## config.mk

```make
export PLATFORM = sky130hd
export DESIGN_NAME = wcx_command_unit
export DESIGN_NICKNAME = d
export VERILOG_FILES = /design/src/rtl/wcx_pkg.sv /design/src/rtl/wcx_cal_table.sv /design/src/rtl/wcx_command_unit.sv
export SDC_FILE = /design/constraint.sdc
export NUM_CORES = 2
export LEC_CHECK = 0
export BUFFER_PORTS_ARGS = -buffer_cell sky130_fd_sc_hd__buf_2
export CAP_MARGIN = 20
export CORE_ASPECT_RATIO = 1.25
export CORE_MARGIN = 2
export CORE_UTILIZATION = 30
export CTS_CLUSTER_DIAMETER = 80
export CTS_CLUSTER_SIZE = 25
export DETAILED_ROUTE_END_ITERATION = 6
export PLACE_DENSITY = 0.49
export SKIP_LAST_GASP = 1
export SLEW_MARGIN = 10
export SYNTH_ARGS = -nofsm -noshare
export SYNTH_HDL_FRONTEND = slang
export SYNTH_SLANG_ARGS = --single-unit
```

## constraint.sdc

```tcl
create_clock -name mclk_i -period 10 [get_ports mclk_i]
set_input_delay 0.5 -clock mclk_i [delete_from_list [all_inputs] [get_ports mclk_i]]
set_output_delay 0.5 -clock mclk_i [all_outputs]
set_load 0.05 [all_outputs]
```

## src/rtl/wcx_pkg.sv

```systemverilog
package wcx_pkg;

	// Register map of the plain register port.
	localparam logic [7:0] WCX_OFS_CMD = 8'h00;
	localparam logic [7:0] WCX_OFS_WX = 8'h04;
	localparam logic [7:0] WCX_OFS_RX = 8'h08;
	localparam logic [7:0] WCX_OFS_STATUS = 8'h0c;
	localparam logic [7:0] WCX_OFS_CALINFO = 8'h10;

	// Status register field positions.
	localparam int WCX_ST_CELL = 0;
	localparam int WCX_ST_ADC = 1;
	localparam int WCX_ST_MAX9 = 2;
	localparam int WCX_ST_FS110 = 3;
	localparam int WCX_ST_GROSS_RNG = 4;
	localparam int WCX_ST_NET_RNG = 5;
	localparam int WCX_ST_UNDER = 6;
	localparam int WCX_ST_GROSS_NEG = 7;
	localparam int WCX_ST_NET_NEG = 8;
	localparam int WCX_ST_PEAK_NEG = 9;
	localparam int WCX_ST_NET_MODE = 10;
	localparam int WCX_ST_STABLE = 11;
	localparam int WCX_ST_NEAR_ZERO = 12;
	localparam int WCX_ST_ALIVE = 15;

	// Calibration info register field positions.
	localparam int WCX_CI_REJECT = 8;
	localparam int WCX_CI_GRANTED = 16;

	// Weight limits and factors.
	localparam logic signed [39:0] WCX_RANGE_MAX = 40'sd999999;
	localparam logic signed [39:0] WCX_RANGE_MIN = -40'sd999999;
	localparam logic [39:0] WCX_MAX_OVER_DIV = 40'd9;
	localparam logic [39:0] WCX_UNDER_DIV = 40'd20;
	localparam logic [39:0] WCX_FS_NUM = 40'd11;
	localparam logic [39:0] WCX_FS_DEN = 40'd10;
	localparam logic [39:0] WCX_ZERO_QUART = 40'd4;
	localparam int WCX_CAL_POINTS = 8;

	// Alive indication timing.
	localparam int WCX_CLK_KHZ = 25000;
	localparam int WCX_ALIVE_MS = 1000;
	localparam int WCX_ALIVE_CYCLES = WCX_ALIVE_MS * WCX_CLK_KHZ;

	// Reset values.
	localparam logic [31:0] WCX_SEED_RESET = 32'h0000_0001;
	// Arbitrary access key mixed into the expected password.
	localparam logic [31:0] WCX_ACCESS_KEY = 32'h5a3c_96e1;

	// Command codes.
	localparam logic [15:0] WCX_C_NONE = 16'h0000;
	localparam logic [15:0] WCX_C_TARE_ON = 16'h0007;
	localparam logic [15:0] WCX_C_ZERO = 16'h0008;
	localparam logic [15:0] WCX_C_TARE_OFF = 16'h0009;
	localparam logic [15:0] WCX_C_KEY_LOCK = 16'h0015;
	localparam logic [15:0] WCX_C_UNLOCK = 16'h0016;
	localparam logic [15:0] WCX_C_ALL_LOCK = 16'h0017;
	localparam logic [15:0] WCX_C_PT_RD = 16'h0057;
	localparam logic [15:0] WCX_C_PT_WR = 16'h0058;
	localparam logic [15:0] WCX_C_SP1_RD = 16'h005a;
	localparam logic [15:0] WCX_C_SP2_RD = 16'h005b;
	localparam logic [15:0] WCX_C_SP3_RD = 16'h005c;
	localparam logic [15:0] WCX_C_SP1_WR = 16'h005d;
	localparam logic [15:0] WCX_C_SP2_WR = 16'h005e;
	localparam logic [15:0] WCX_C_SP3_WR = 16'h005f;
	localparam logic [15:0] WCX_C_NVM_SAVE = 16'h0063;
	localparam logic [15:0] WCX_C_CAL_ZERO = 16'h0064;
	localparam logic [15:0] WCX_C_CAL_FIRST = 16'h0065;
	localparam logic [15:0] WCX_C_SW_RD = 16'h0066;
	localparam logic [15:0] WCX_C_SW_WR = 16'h0067;
	localparam logic [15:0] WCX_C_CAL_CANCEL = 16'h0068;
	localparam logic [15:0] WCX_C_CAL_ADD = 16'h006a;
	localparam logic [15:0] WCX_C_ID_SEND = 16'h0078;
	localparam logic [15:0] WCX_C_PW_SEND = 16'h0079;
	localparam logic [15:0] WCX_C_SEED_RD = 16'h007a;
	localparam logic [15:0] WCX_C_ID_RD = 16'h007b;
	localparam logic [15:0] WCX_C_ID_WR = 16'h007c;
	localparam logic [15:0] WCX_C_PT_EN = 16'h0082;

	typedef enum logic [2:0] {
		WCX_ACC_IDLE,
		WCX_ACC_ID,
		WCX_ACC_SEED,
		WCX_ACC_PW,
		WCX_ACC_GRANTED
	} wcx_acc_t;

	typedef struct packed {
		logic [7:0] addr;
		logic [31:0] wdata;
		logic wr;
		logic rd;
	} wcx_bus_t;

	typedef struct packed {
		logic signed [31:0] gross;
		logic signed [31:0] net;
		logic signed [31:0] peak;
	} wcx_weigh_t;

	typedef struct packed {
		logic [31:0] full_scale;
		logic [31:0] max_cap;
		logic [31:0] division;
	} wcx_scale_t;

	typedef struct packed {
		logic keypad_lock;
		logic display_lock;
		logic net_mode;
		logic preset_tare_en;
	} wcx_ctrl_t;

	typedef struct packed {
		logic tare;
		logic zero;
		logic nvm_save;
		logic cal_zero;
		logic cal_point;
		logic cal_first;
		logic cal_cancel;
	} wcx_pulse_t;

	typedef struct packed {
		logic [31:0] sp1;
		logic [31:0] sp2;
		logic [31:0] sp3;
	} wcx_setpoints_t;

endpackage

```

## src/rtl/wcx_cal_table.sv

```systemverilog
`timescale 1ns/1ps
module wcx_cal_table (
	input wire logic mclk_i,
	input wire logic rstn_i,
	input wire logic first_i,
	input wire logic add_i,
	input wire logic cancel_i,
	input wire logic [31:0] weight_i,
	output logic ok_o,
	output logic reject_o,
	output logic [3:0] count_o
);
	import wcx_pkg::*;

	logic [31:0] point [WCX_CAL_POINTS];
	logic [WCX_CAL_POINTS-1:0] used;
	logic [WCX_CAL_POINTS-1:0] dup;
	logic [WCX_CAL_POINTS-1:0] slot_first;
	wire is_zero = (weight_i == 32'h0000_0000);
	wire full = &used;
	wire any_dup = |dup;
	// A first point clears the table, so only zero weight can refuse it.
	wire take_first = first_i && !is_zero;
	wire take_add = add_i && !is_zero && !any_dup && !full;

	genvar i;
	generate
		for (i = 0; i < WCX_CAL_POINTS; i = i + 1) begin : g_pt
			assign dup[i] = used[i] && (point[i] == weight_i);
			if (i == 0) begin : g_f
				assign slot_first[i] = !used[i];
			end else begin : g_n
				assign slot_first[i] = !used[i] && (&used[i-1:0]);
			end
			always_ff @(posedge mclk_i) begin
				if (!rstn_i || cancel_i) begin
					used[i] <= 1'b0;
				end else if (take_first) begin
					used[i] <= (i == 0);
				end else if (take_add && slot_first[i]) begin
					used[i] <= 1'b1;
				end
			end
			always_ff @(posedge mclk_i) begin
				if (!rstn_i) begin
					point[i] <= 32'h0000_0000;
				end else if ((take_first && i == 0) ||
					(take_add && slot_first[i])) begin
					point[i] <= weight_i;
				end
			end
		end
	endgenerate

	always_ff @(posedge mclk_i) begin
		if (!rstn_i || cancel_i) begin
			ok_o <= 1'b0;
			reject_o <= 1'b0;
			count_o <= 4'h0;
		end else begin
			ok_o <= take_first || take_add;
			reject_o <= (first_i && !take_first) ||
				(add_i && !take_add);
			if (take_first) begin
				count_o <= 4'h1;
			end else if (take_add) begin
				count_o <= count_o + 4'h1;
			end
		end
	end
endmodule

```

## src/rtl/wcx_command_unit.sv

```systemverilog
// Decided for this implementation: the placing of the registers and strobed register access.
`timescale 1ns/1ps
// Contract
// - Flag 110% full scale and max+9 divisions.
// - Flag gross beyond plus or minus 999999.
// - Flag net out of range, weight below -20e.
// - Sign flags for gross, net, peak.
// - Flags for net display, stability, near zero.
// - Toggle alive bit once per second.
// - Code zero is no command, separates repeats.
// - Codes 21, 22, 23 lock and unlock.
// - Read codes load the read exchange register.
// - Write codes store the write exchange value.
// - Codes 90-92 read, 93-95 write setpoints.
// - Setpoints volatile; code 99 saves to memory.
// - Preset tare: 88 writes, 87 reads, 130 enables.
// - Calibration and id write need qualified access.
// - Seed read returns zero once access granted.
// - Access is revoked at power-on reset.
// - 100 zeroes, 103 sets sample, 101 first point.
// - 106 appends a calibration point.
// - At most 8 points, no repeats, no zero.
// - Sample weight reads zero after successful save.
// - 104 cancels real calibration, zero kept.
// - Exchange value is 32-bit two's complement.
module wcx_command_unit #(
	parameter int ALIVE_CYCLES = wcx_pkg::WCX_ALIVE_CYCLES
) (
	input wire logic mclk_i,
	input wire logic rstn_i,
	input wire wcx_pkg::wcx_bus_t bus_i,
	output logic [31:0] rdata_o,
	input wire wcx_pkg::wcx_weigh_t weigh_i,
	input wire wcx_pkg::wcx_scale_t scale_i,
	input wire logic cell_err_i,
	input wire logic adc_err_i,
	input wire logic stable_i,
	output wcx_pkg::wcx_ctrl_t ctrl_o,
	output wcx_pkg::wcx_pulse_t pulse_o,
	output wcx_pkg::wcx_setpoints_t setpoint_o,
	output logic [31:0] preset_tare_o,
	output logic [31:0] cal_weight_o,
	output logic [15:0] status_o
);
	import wcx_pkg::*;

	logic [15:0] cmd;
	logic [15:0] last_cmd;
	logic [31:0] wx;
	logic [31:0] rx;
	logic [31:0] sample;
	logic [31:0] id_code;
	logic [31:0] user_id;
	logic [31:0] pw;
	logic [31:0] seed;
	logic [31:0] seed_ctr;
	logic [31:0] alive_cnt;
	logic cal_reject;
	wcx_acc_t acc;
	wcx_acc_t next_acc;
	logic [31:0] next_rx;
	logic [3:0] cal_count;
	logic cal_ok;
	logic cal_rej;

	// Bus decode.
	wire wr_cmd = bus_i.wr && (bus_i.addr == WCX_OFS_CMD);
	wire wr_wx = bus_i.wr && (bus_i.addr == WCX_OFS_WX);

	// A command fires once, the cycle after the register takes a new code.
	wire go = (cmd != last_cmd) && (cmd != WCX_C_NONE);
	wire granted = (acc == WCX_ACC_GRANTED);
	wire c_tare_on = go && (cmd == WCX_C_TARE_ON);
	wire c_zero = go && (cmd == WCX_C_ZERO);
	wire c_tare_off = go && (cmd == WCX_C_TARE_OFF);
	wire c_key = go && (cmd == WCX_C_KEY_LOCK);
	wire c_unlock = go && (cmd == WCX_C_UNLOCK);
	wire c_all = go && (cmd == WCX_C_ALL_LOCK);
	wire c_pt_wr = go && (cmd == WCX_C_PT_WR);
	wire c_pt_en = go && (cmd == WCX_C_PT_EN);
	wire c_sp1_wr = go && (cmd == WCX_C_SP1_WR);
	wire c_sp2_wr = go && (cmd == WCX_C_SP2_WR);
	wire c_sp3_wr = go && (cmd == WCX_C_SP3_WR);
	wire c_nvm = go && (cmd == WCX_C_NVM_SAVE);
	wire c_sw_wr = go && (cmd == WCX_C_SW_WR);
	wire c_id_send = go && (cmd == WCX_C_ID_SEND);
	wire c_pw_send = go && (cmd == WCX_C_PW_SEND);
	wire c_id_wr = go && (cmd == WCX_C_ID_WR);
	wire c_cal_zero = go && granted && (cmd == WCX_C_CAL_ZERO);
	wire c_cal_first = go && granted && (cmd == WCX_C_CAL_FIRST);
	wire c_cal_cancel = go && granted && (cmd == WCX_C_CAL_CANCEL);
	wire c_cal_add = go && granted && (cmd == WCX_C_CAL_ADD);

	// The expected password mixes the user code with the seed.
	wire [31:0] expect_pw = user_id ^ seed ^ WCX_ACCESS_KEY;

	// Status conditions on sign-extended weights.
	wire signed [39:0] g = {{8{weigh_i.gross[31]}}, weigh_i.gross};
	wire signed [39:0] n = {{8{weigh_i.net[31]}}, weigh_i.net};
	wire [39:0] fs = {8'h00, scale_i.full_scale};
	wire [39:0] mx = {8'h00, scale_i.max_cap};
	wire [39:0] dv = {8'h00, scale_i.division};
	wire signed [39:0] g10 = signed'(40'(g * signed'(WCX_FS_DEN)));
	wire signed [39:0] fs11 = signed'(40'(fs * WCX_FS_NUM));
	wire signed [39:0] mx9 = signed'(40'(mx + WCX_MAX_OVER_DIV * dv));
	wire signed [39:0] neg20 = -signed'(40'(WCX_UNDER_DIV * dv));
	wire [39:0] g_abs = g[39] ? 40'(-g) : 40'(g);
	wire [39:0] g_abs4 = 40'(g_abs * WCX_ZERO_QUART);
	wire st_fs110 = g10 > fs11;
	wire st_max9 = g > mx9;
	wire st_grng = (g > WCX_RANGE_MAX) || (g < WCX_RANGE_MIN);
	wire st_nrng = (n > WCX_RANGE_MAX) || (n < WCX_RANGE_MIN);
	wire st_under = g < neg20;
	wire st_zero = g_abs4 <= dv;
	wire alive_tick = (alive_cnt == 32'(ALIVE_CYCLES - 1));

	logic [15:0] next_status;
	always_comb begin
		next_status = 16'h0000;
		next_status[WCX_ST_CELL] = cell_err_i;
		next_status[WCX_ST_ADC] = adc_err_i;
		next_status[WCX_ST_MAX9] = st_max9;
		next_status[WCX_ST_FS110] = st_fs110;
		next_status[WCX_ST_GROSS_RNG] = st_grng;
		next_status[WCX_ST_NET_RNG] = st_nrng;
		next_status[WCX_ST_UNDER] = st_under;
		next_status[WCX_ST_GROSS_NEG] = weigh_i.gross[31];
		next_status[WCX_ST_NET_NEG] = weigh_i.net[31];
		next_status[WCX_ST_PEAK_NEG] = weigh_i.peak[31];
		next_status[WCX_ST_NET_MODE] = ctrl_o.net_mode;
		next_status[WCX_ST_STABLE] = stable_i;
		next_status[WCX_ST_NEAR_ZERO] = st_zero;
		next_status[WCX_ST_ALIVE] = status_o[WCX_ST_ALIVE] ^ alive_tick;
	end

	// Read exchange selection; codes without a read leave it alone.
	always_comb begin
		next_rx = rx;
		if (go) begin
			case (cmd)
				WCX_C_PT_RD: next_rx = preset_tare_o;
				WCX_C_SP1_RD: next_rx = setpoint_o.sp1;
				WCX_C_SP2_RD: next_rx = setpoint_o.sp2;
				WCX_C_SP3_RD: next_rx = setpoint_o.sp3;
				WCX_C_SW_RD: next_rx = sample;
				WCX_C_SEED_RD: next_rx = granted ? 32'h0 : seed;
				WCX_C_ID_RD: next_rx = granted ? id_code : 32'h0;
				default: next_rx = rx;
			endcase
		end
	end

	// Access sequence; an id send or password send out of order drops back to idle, an id write out of order restarts at ID.
	always_comb begin
		next_acc = acc;
		case (acc)
			WCX_ACC_IDLE, WCX_ACC_ID, WCX_ACC_SEED, WCX_ACC_PW: begin
				if (c_id_wr) begin
					next_acc = (acc == WCX_ACC_SEED) ? WCX_ACC_PW : WCX_ACC_ID;
				end else if (c_id_send) begin
					next_acc = (acc == WCX_ACC_ID) ? WCX_ACC_SEED : WCX_ACC_IDLE;
				end else if (c_pw_send) begin
					next_acc = (acc == WCX_ACC_PW && pw == expect_pw) ?
						WCX_ACC_GRANTED : WCX_ACC_IDLE;
				end
			end
			WCX_ACC_GRANTED: next_acc = WCX_ACC_GRANTED;
			default: next_acc = WCX_ACC_IDLE;
		endcase
	end

	// Reset stands for power-on, so a grant never survives it.
	always_ff @(posedge mclk_i) begin
		if (!rstn_i) begin
			acc <= WCX_ACC_IDLE;
		end else begin
			acc <= next_acc;
		end
	end

	always_ff @(posedge mclk_i) begin
		if (!rstn_i) begin
			user_id <= 32'h0;
			pw <= 32'h0;
			id_code <= 32'h0;
			seed <= WCX_SEED_RESET;
			seed_ctr <= 32'h0;
		end else begin
			seed_ctr <= seed_ctr + 32'h1;
			if (c_id_wr && granted) begin
				id_code <= wx;
			end else if (c_id_wr && acc == WCX_ACC_SEED) begin
				pw <= wx;
			end else if (c_id_wr) begin
				user_id <= wx;
			end
			// Forcing bit 0 keeps the seed nonzero, so zero means granted.
			if (c_id_send && acc == WCX_ACC_ID) begin
				seed <= seed_ctr | WCX_SEED_RESET;
			end
		end
	end

	always_ff @(posedge mclk_i) begin
		if (!rstn_i) begin
			cmd <= WCX_C_NONE;
			last_cmd <= WCX_C_NONE;
			wx <= 32'h0;
			rx <= 32'h0;
		end else begin
			last_cmd <= cmd;
			if (wr_cmd) begin
				cmd <= bus_i.wdata[15:0];
			end
			if (wr_wx) begin
				wx <= bus_i.wdata;
			end
			rx <= next_rx;
		end
	end

	// Setpoints and preset tare live in volatile flops only.
	always_ff @(posedge mclk_i) begin
		if (!rstn_i) begin
			setpoint_o <= '0;
			preset_tare_o <= 32'h0;
		end else begin
			if (c_sp1_wr) begin
				setpoint_o.sp1 <= wx;
			end
			if (c_sp2_wr) begin
				setpoint_o.sp2 <= wx;
			end
			if (c_sp3_wr) begin
				setpoint_o.sp3 <= wx;
			end
			if (c_pt_wr) begin
				preset_tare_o <= wx;
			end
		end
	end

	always_ff @(posedge mclk_i) begin
		if (!rstn_i) begin
			ctrl_o <= '0;
		end else begin
			if (c_key) begin
				ctrl_o.keypad_lock <= 1'b1;
			end else if (c_unlock) begin
				ctrl_o.keypad_lock <= 1'b0;
				ctrl_o.display_lock <= 1'b0;
			end else if (c_all) begin
				ctrl_o.keypad_lock <= 1'b1;
				ctrl_o.display_lock <= 1'b1;
			end
			if (c_tare_on || c_pt_en) begin
				ctrl_o.net_mode <= 1'b1;
			end else if (c_tare_off) begin
				ctrl_o.net_mode <= 1'b0;
			end
			if (c_pt_en) begin
				ctrl_o.preset_tare_en <= 1'b1;
			end else if (c_tare_off || c_tare_on) begin
				ctrl_o.preset_tare_en <= 1'b0;
			end
		end
	end

	always_ff @(posedge mclk_i) begin
		if (!rstn_i) begin
			pulse_o <= '0;
		end else begin
			pulse_o.tare <= c_tare_on;
			pulse_o.zero <= c_zero;
			pulse_o.nvm_save <= c_nvm;
			pulse_o.cal_zero <= c_cal_zero;
			pulse_o.cal_point <= cal_ok;
			pulse_o.cal_first <= c_cal_first;
			pulse_o.cal_cancel <= c_cal_cancel;
		end
	end

	wcx_cal_table u_cal (
		.mclk_i(mclk_i),
		.rstn_i(rstn_i),
		.first_i(c_cal_first),
		.add_i(c_cal_add),
		.cancel_i(c_cal_cancel),
		.weight_i(sample),
		.ok_o(cal_ok),
		.reject_o(cal_rej),
		.count_o(cal_count)
	);

	// Cancel clears the points and the reject flag; the calibration zero is left intact.
	always_ff @(posedge mclk_i) begin
		if (!rstn_i) begin
			sample <= 32'h0;
			cal_weight_o <= 32'h0;
			cal_reject <= 1'b0;
		end else begin
			if (c_sw_wr) begin
				sample <= wx;
			end else if (cal_ok) begin
				sample <= 32'h0;
			end
			if (c_cal_first || c_cal_add) begin
				cal_weight_o <= sample;
			end
			if (cal_rej) begin
				cal_reject <= 1'b1;
			end else if (cal_ok || c_cal_cancel) begin
				cal_reject <= 1'b0;
			end
		end
	end

	always_ff @(posedge mclk_i) begin
		if (!rstn_i) begin
			alive_cnt <= 32'h0;
			status_o <= 16'h0000;
		end else begin
			alive_cnt <= alive_tick ? 32'h0 : alive_cnt + 32'h1;
			status_o <= next_status;
		end
	end

	logic [31:0] rd_mux;
	always_comb begin
		case (bus_i.addr)
			WCX_OFS_CMD: rd_mux = {16'h0000, cmd};
			WCX_OFS_WX: rd_mux = wx;
			WCX_OFS_RX: rd_mux = rx;
			WCX_OFS_STATUS: rd_mux = {16'h0000, status_o};
			WCX_OFS_CALINFO: rd_mux = {15'h0000, granted, 7'h00,
				cal_reject, 4'h0, cal_count};
			default: rd_mux = 32'h0;
		endcase
	end

	always_ff @(posedge mclk_i) begin
		if (!rstn_i) begin
			rdata_o <= 32'h0;
		end else begin
			rdata_o <= bus_i.rd ? rd_mux : 32'h0;
		end
	end
endmodule

```

==> results.py <==
metrics = {
    "finish": {
        "fin_util_pct": 33.80,
        "final_area_sq_um": 55240,
        "nets": 6520,
        "drive_gt1_share_pct": 11.71,
        "stdcell_count": 8045,
        "syn_to_final_growth_pct": 12.05,
    },
    "cts": {
        "cts_made_buffers": 45,
        "clk_latency_ns": 0.70,
        "h-tree-depth": 2,
        "path_clk_slew_ns": 0.10,
        "cts_sinks": 810,
        "tritoncts": "yes",
        "ctsRootBufferMaster": "clkbuf_16",
        "hold_buffers": 0,
        "cts.path.max_buffers": 3,
        "post_cts_buffers": 0,
        "ctsResizeCount": 0,
    },
    "worst_setup_path": {
        "cp-end-kind": "flop",
        "start_kind": "input pin",
        "r2r_slack_ns": 4.81,
        "cp.arrival_ns": 5.81,
        "setup.worst_path.start": "scale_i[1]",
        "r2r-end": "u_cal.point[0][94]$_SDFFCE_PN0P_",
        "crit_end": "status_o[6]$_SDFF_PN0_",
        "worst_r2r_path_depth": 11,
        "crit_fanout": 6,
        "r2r_start": "sample[5]$_SDFFE_PN0P_",
        "critPathKind": "in2reg",
        "cp.required_ns": 10.56,
    },
    "sta": {
        "worst_slack_ns": 4.747,
        "report.final.slew_viol_count": 0,
        "fin_setup_tns_ns": 0,
        "worst_pin_slew_ns": 1.074,
        "fin_skew_ns": 0.06486,
        "finalSetupViolCount": 0,
        "hold_violations": 0,
        "grt_setup_unrepaired": "false",
        "maxSlewHeadroom_pct": 28.39,
        "whs_ns": 0.06382,
        "fin_crit_ns": 5.253,
        "finalCritPeriodShare_pct": 52.53,
        "max_freq_mhz": 190.4,
    },
    "logic_synthesis": {
        "yosys.area.top_type": "dfxtp_1",
        "ys.flop_type": "dfxtp_1",
        "synth-edff-count": 256,
        "synth_cells": 5592,
        "synth_cell_types": 90,
        "syn_area_per_cell_sq_um": 8.817,
        "yosysWarnings": 0,
        "synth_commonest_cells": "nand2_1 (807), dfxtp_1 (554), a21oi_1 (511), ha_1 (402), xnor2_1 (391)",
        "yosysSeqAreaShare_pct": 38.09,
        "synth.area.top_cells": "dfxtp_1 (22%), edfxtp_1 (16%), ha_1 (10%)",
        "synth_top_area_share_pct": 22.50,
        "ys_seq_elements": 810,
        "synth_most_common_cell": "nand2_1",
        "syn-cell-area_sq_um": 49300,
        "async_reset_ff_share_pct": 0,
    },
    "floorplanning": {
        "dieHeight_um": 457.2,
        "core-area_sq_um": 163500,
        "die_w_um": 366.6,
        "num_io_pins": 458,
        "num_rows": 166,
        "die-area_sq_um": 167600,
        "initial_core_util_pct": 30.16,
    },
    "global_route": {
        "grt_max_degree": 95,
        "antenna_found_initial": 30,
        "grt_first_pass_wirelength_um": 251500,
        "grt.overflow.total": 0,
        "grt_use_total_pct": 19.54,
        "grt_pass1_vias": 39130,
    },
    "power_and_ir_drop": {
        "power_mw": 7.572,
        "sw_frac_of_total_pct": 31.27,
        "internal_power_mw": 5.204,
        "seq_power_share_pct": 45.9,
        "pwr-share-clk_pct": 29.5,
        "p_leak_nw": 22.29,
        "worst_ir_drop_vdd_uv": 116.0,
        "power_switching_mw": 2.368,
        "p_comb_share_pct": 24.7,
        "powerDensity_nw_per_um2": 137.1,
    },
    "outcome": {
        "status": "completed",
    },
    "route": {
        "drt-initial-drc-count": 3677,
        "viasPerCell": 5.062,
        "dr_total_vias": 40720,
        "drc": 0,
        "wl_per_cell_um": 21.01,
        "wirelength_um": 169000,
        "first_pass_iters": 7,
        "ant_nets": 0,
    },
    "placed_design": {
        "dp_hpwl_um": 124400,
        "port_buffers": 424,
        "place_inst": 7956,
        "gp_congestion": 0.8623,
        "placedInstanceArea_sq_um": 53670,
        "preCtsSetupSlack_ns": 4.066,
    },
    "run": {
        "cap_violations": 0,
    },
    "hold_path": {
        "min_path_type": "in2reg",
    },
}
-- layer usage --
layer	up-vias	part of all wire [%]	global-route usage [%]
met5	-	0.11	0
met4	32	1.7	3.514
met3	173	9.0	5.025
met2	1153	44	30.86
met1	19700	45	26.95
li1	19670	-	-
-- sequential cells by signal, summed over array words and instances, names as in the netlist, 7 cells and up --
name and flops:
status_o 14, seed_ctr 32, preset_tare_o 32, cmd 16, wx 32, pulse_o 7
sample 32, seed 31, alive_cnt 32, setpoint_o 96, cal_weight_o 32, u_cal.used 8
last_cmd 16, pw 32, u_cal.point 256, id_code 32, user_id 32, rx 32
rdata_o 32
-- final cells by class --
class,instances,area [sq um]
antenna,10,25.02
clock buffer,55,1215
clock inverter,24,335.3
fill,16970,108200
inverter,364,1374
multi-input combinational,4092,28020
sequential,810,18790
tap,2184,2733
timing repair buffer,506,2748
-- power groups by stage --
stage	Sequential, mW	Clock (mW)	Combinational [mW]
floorplan	3.55	0	1.39
finish	3.47	2.23	1.87
CTS	3.47	2.28	1.88
global placement	3.55	0	1.83
detailed placement	3.55	0	1.86
global route	3.48	2.39	2.13
-- cell families after synthesis --
family,after synthesis,share of synthesized area (%)
multiplexers,56,1.175
XOR/XNOR,558,9.928
adder cells (fa/ha/maj),462,12.64
buffers and inverters,691,5.482
AO/OA/AOI/OAI,1034,13.03
flip-flops,810,38.09
other,1,0.007606
AND/OR/NAND/NOR,1980,19.65
-- layout by cell type (no fill, tap or decap), types with 10 or more instances in the layout --
master,netlist,layout
nand2_1,807,806
dfxtp_1,554,544
a21oi_1,511,510
buf_2,27,423
ha_1,402,402
xnor2_1,391,391
inv_1,364,363
nor2_1,316,310
and2_1,259,259
edfxtp_1,256,256
xor2_1,166,166
nand4_1,149,149
o21ai_0,132,129
a21o_1,99,99
buf_4,20,82
nor4_1,68,66
nand3_1,67,65
a222oi_1,65,65
fa_1,60,60
and3_1,57,57
nor3_1,56,51
clkbuf_16,0,45
mux2i_1,41,41
nand2b_1,40,40
nor3b_1,38,37
a22oi_1,32,32
a211oi_1,28,28
nor2b_1,25,25
or3_1,24,24
o21a_1,21,21
a31oi_1,21,20
o21bai_1,16,15
mux2_2,15,15
o31ai_1,17,14
or2_2,12,12
diode_2,0,10
and4_1,10,10
dfxtp_2,0,10
-- worst max-delay path, stage by stage --
cell and delay, ns:
buf_2 0.15, ha_1 0.30, ha_1 0.24, fa_1 0.48, nor3_1 0.34, nand3_1 0.15
or3_4 0.42, nor3_2 0.19, and2_2 0.19, nand3_2 0.10, or3_4 0.39, nor2_1 0.17
nand2_1 0.09, xnor2_1 0.14, ha_1 0.30, a21o_1 0.19, a21o_1 0.17, a21o_1 0.17
a21oi_1 0.13, nor2b_1 0.06, o21ai_0 0.14, nand2b_1 0.07, a21o_1 0.19, a211oi_1 0.23
a21oi_1 0.12, o21ai_0 0.19
-- worst min path at each step --
stage | depth (start not counted) | from | to | slack, ns
global route | 3 | bus_i[29] | wx[27]$_SDFFE_PN0P_ | 0.05
finish | 3 | bus_i[29] | wx[27]$_SDFFE_PN0P_ | 0.06
CTS | 3 | bus_i[29] | wx[27]$_SDFFE_PN0P_ | 0.03
global placement | 2 | u_cal.reject_o$_SDFF_PP0_ | cal_reject$_SDFFE_PN0P_ | 0.43
detailed placement | 2 | u_cal.reject_o$_SDFF_PP0_ | cal_reject$_SDFFE_PN0P_ | 0.43
floorplan | 2 | u_cal.reject_o$_SDFF_PP0_ | cal_reject$_SDFFE_PN0P_ | 0.40
No activity file was read; power rests on OpenSTA's default activity.
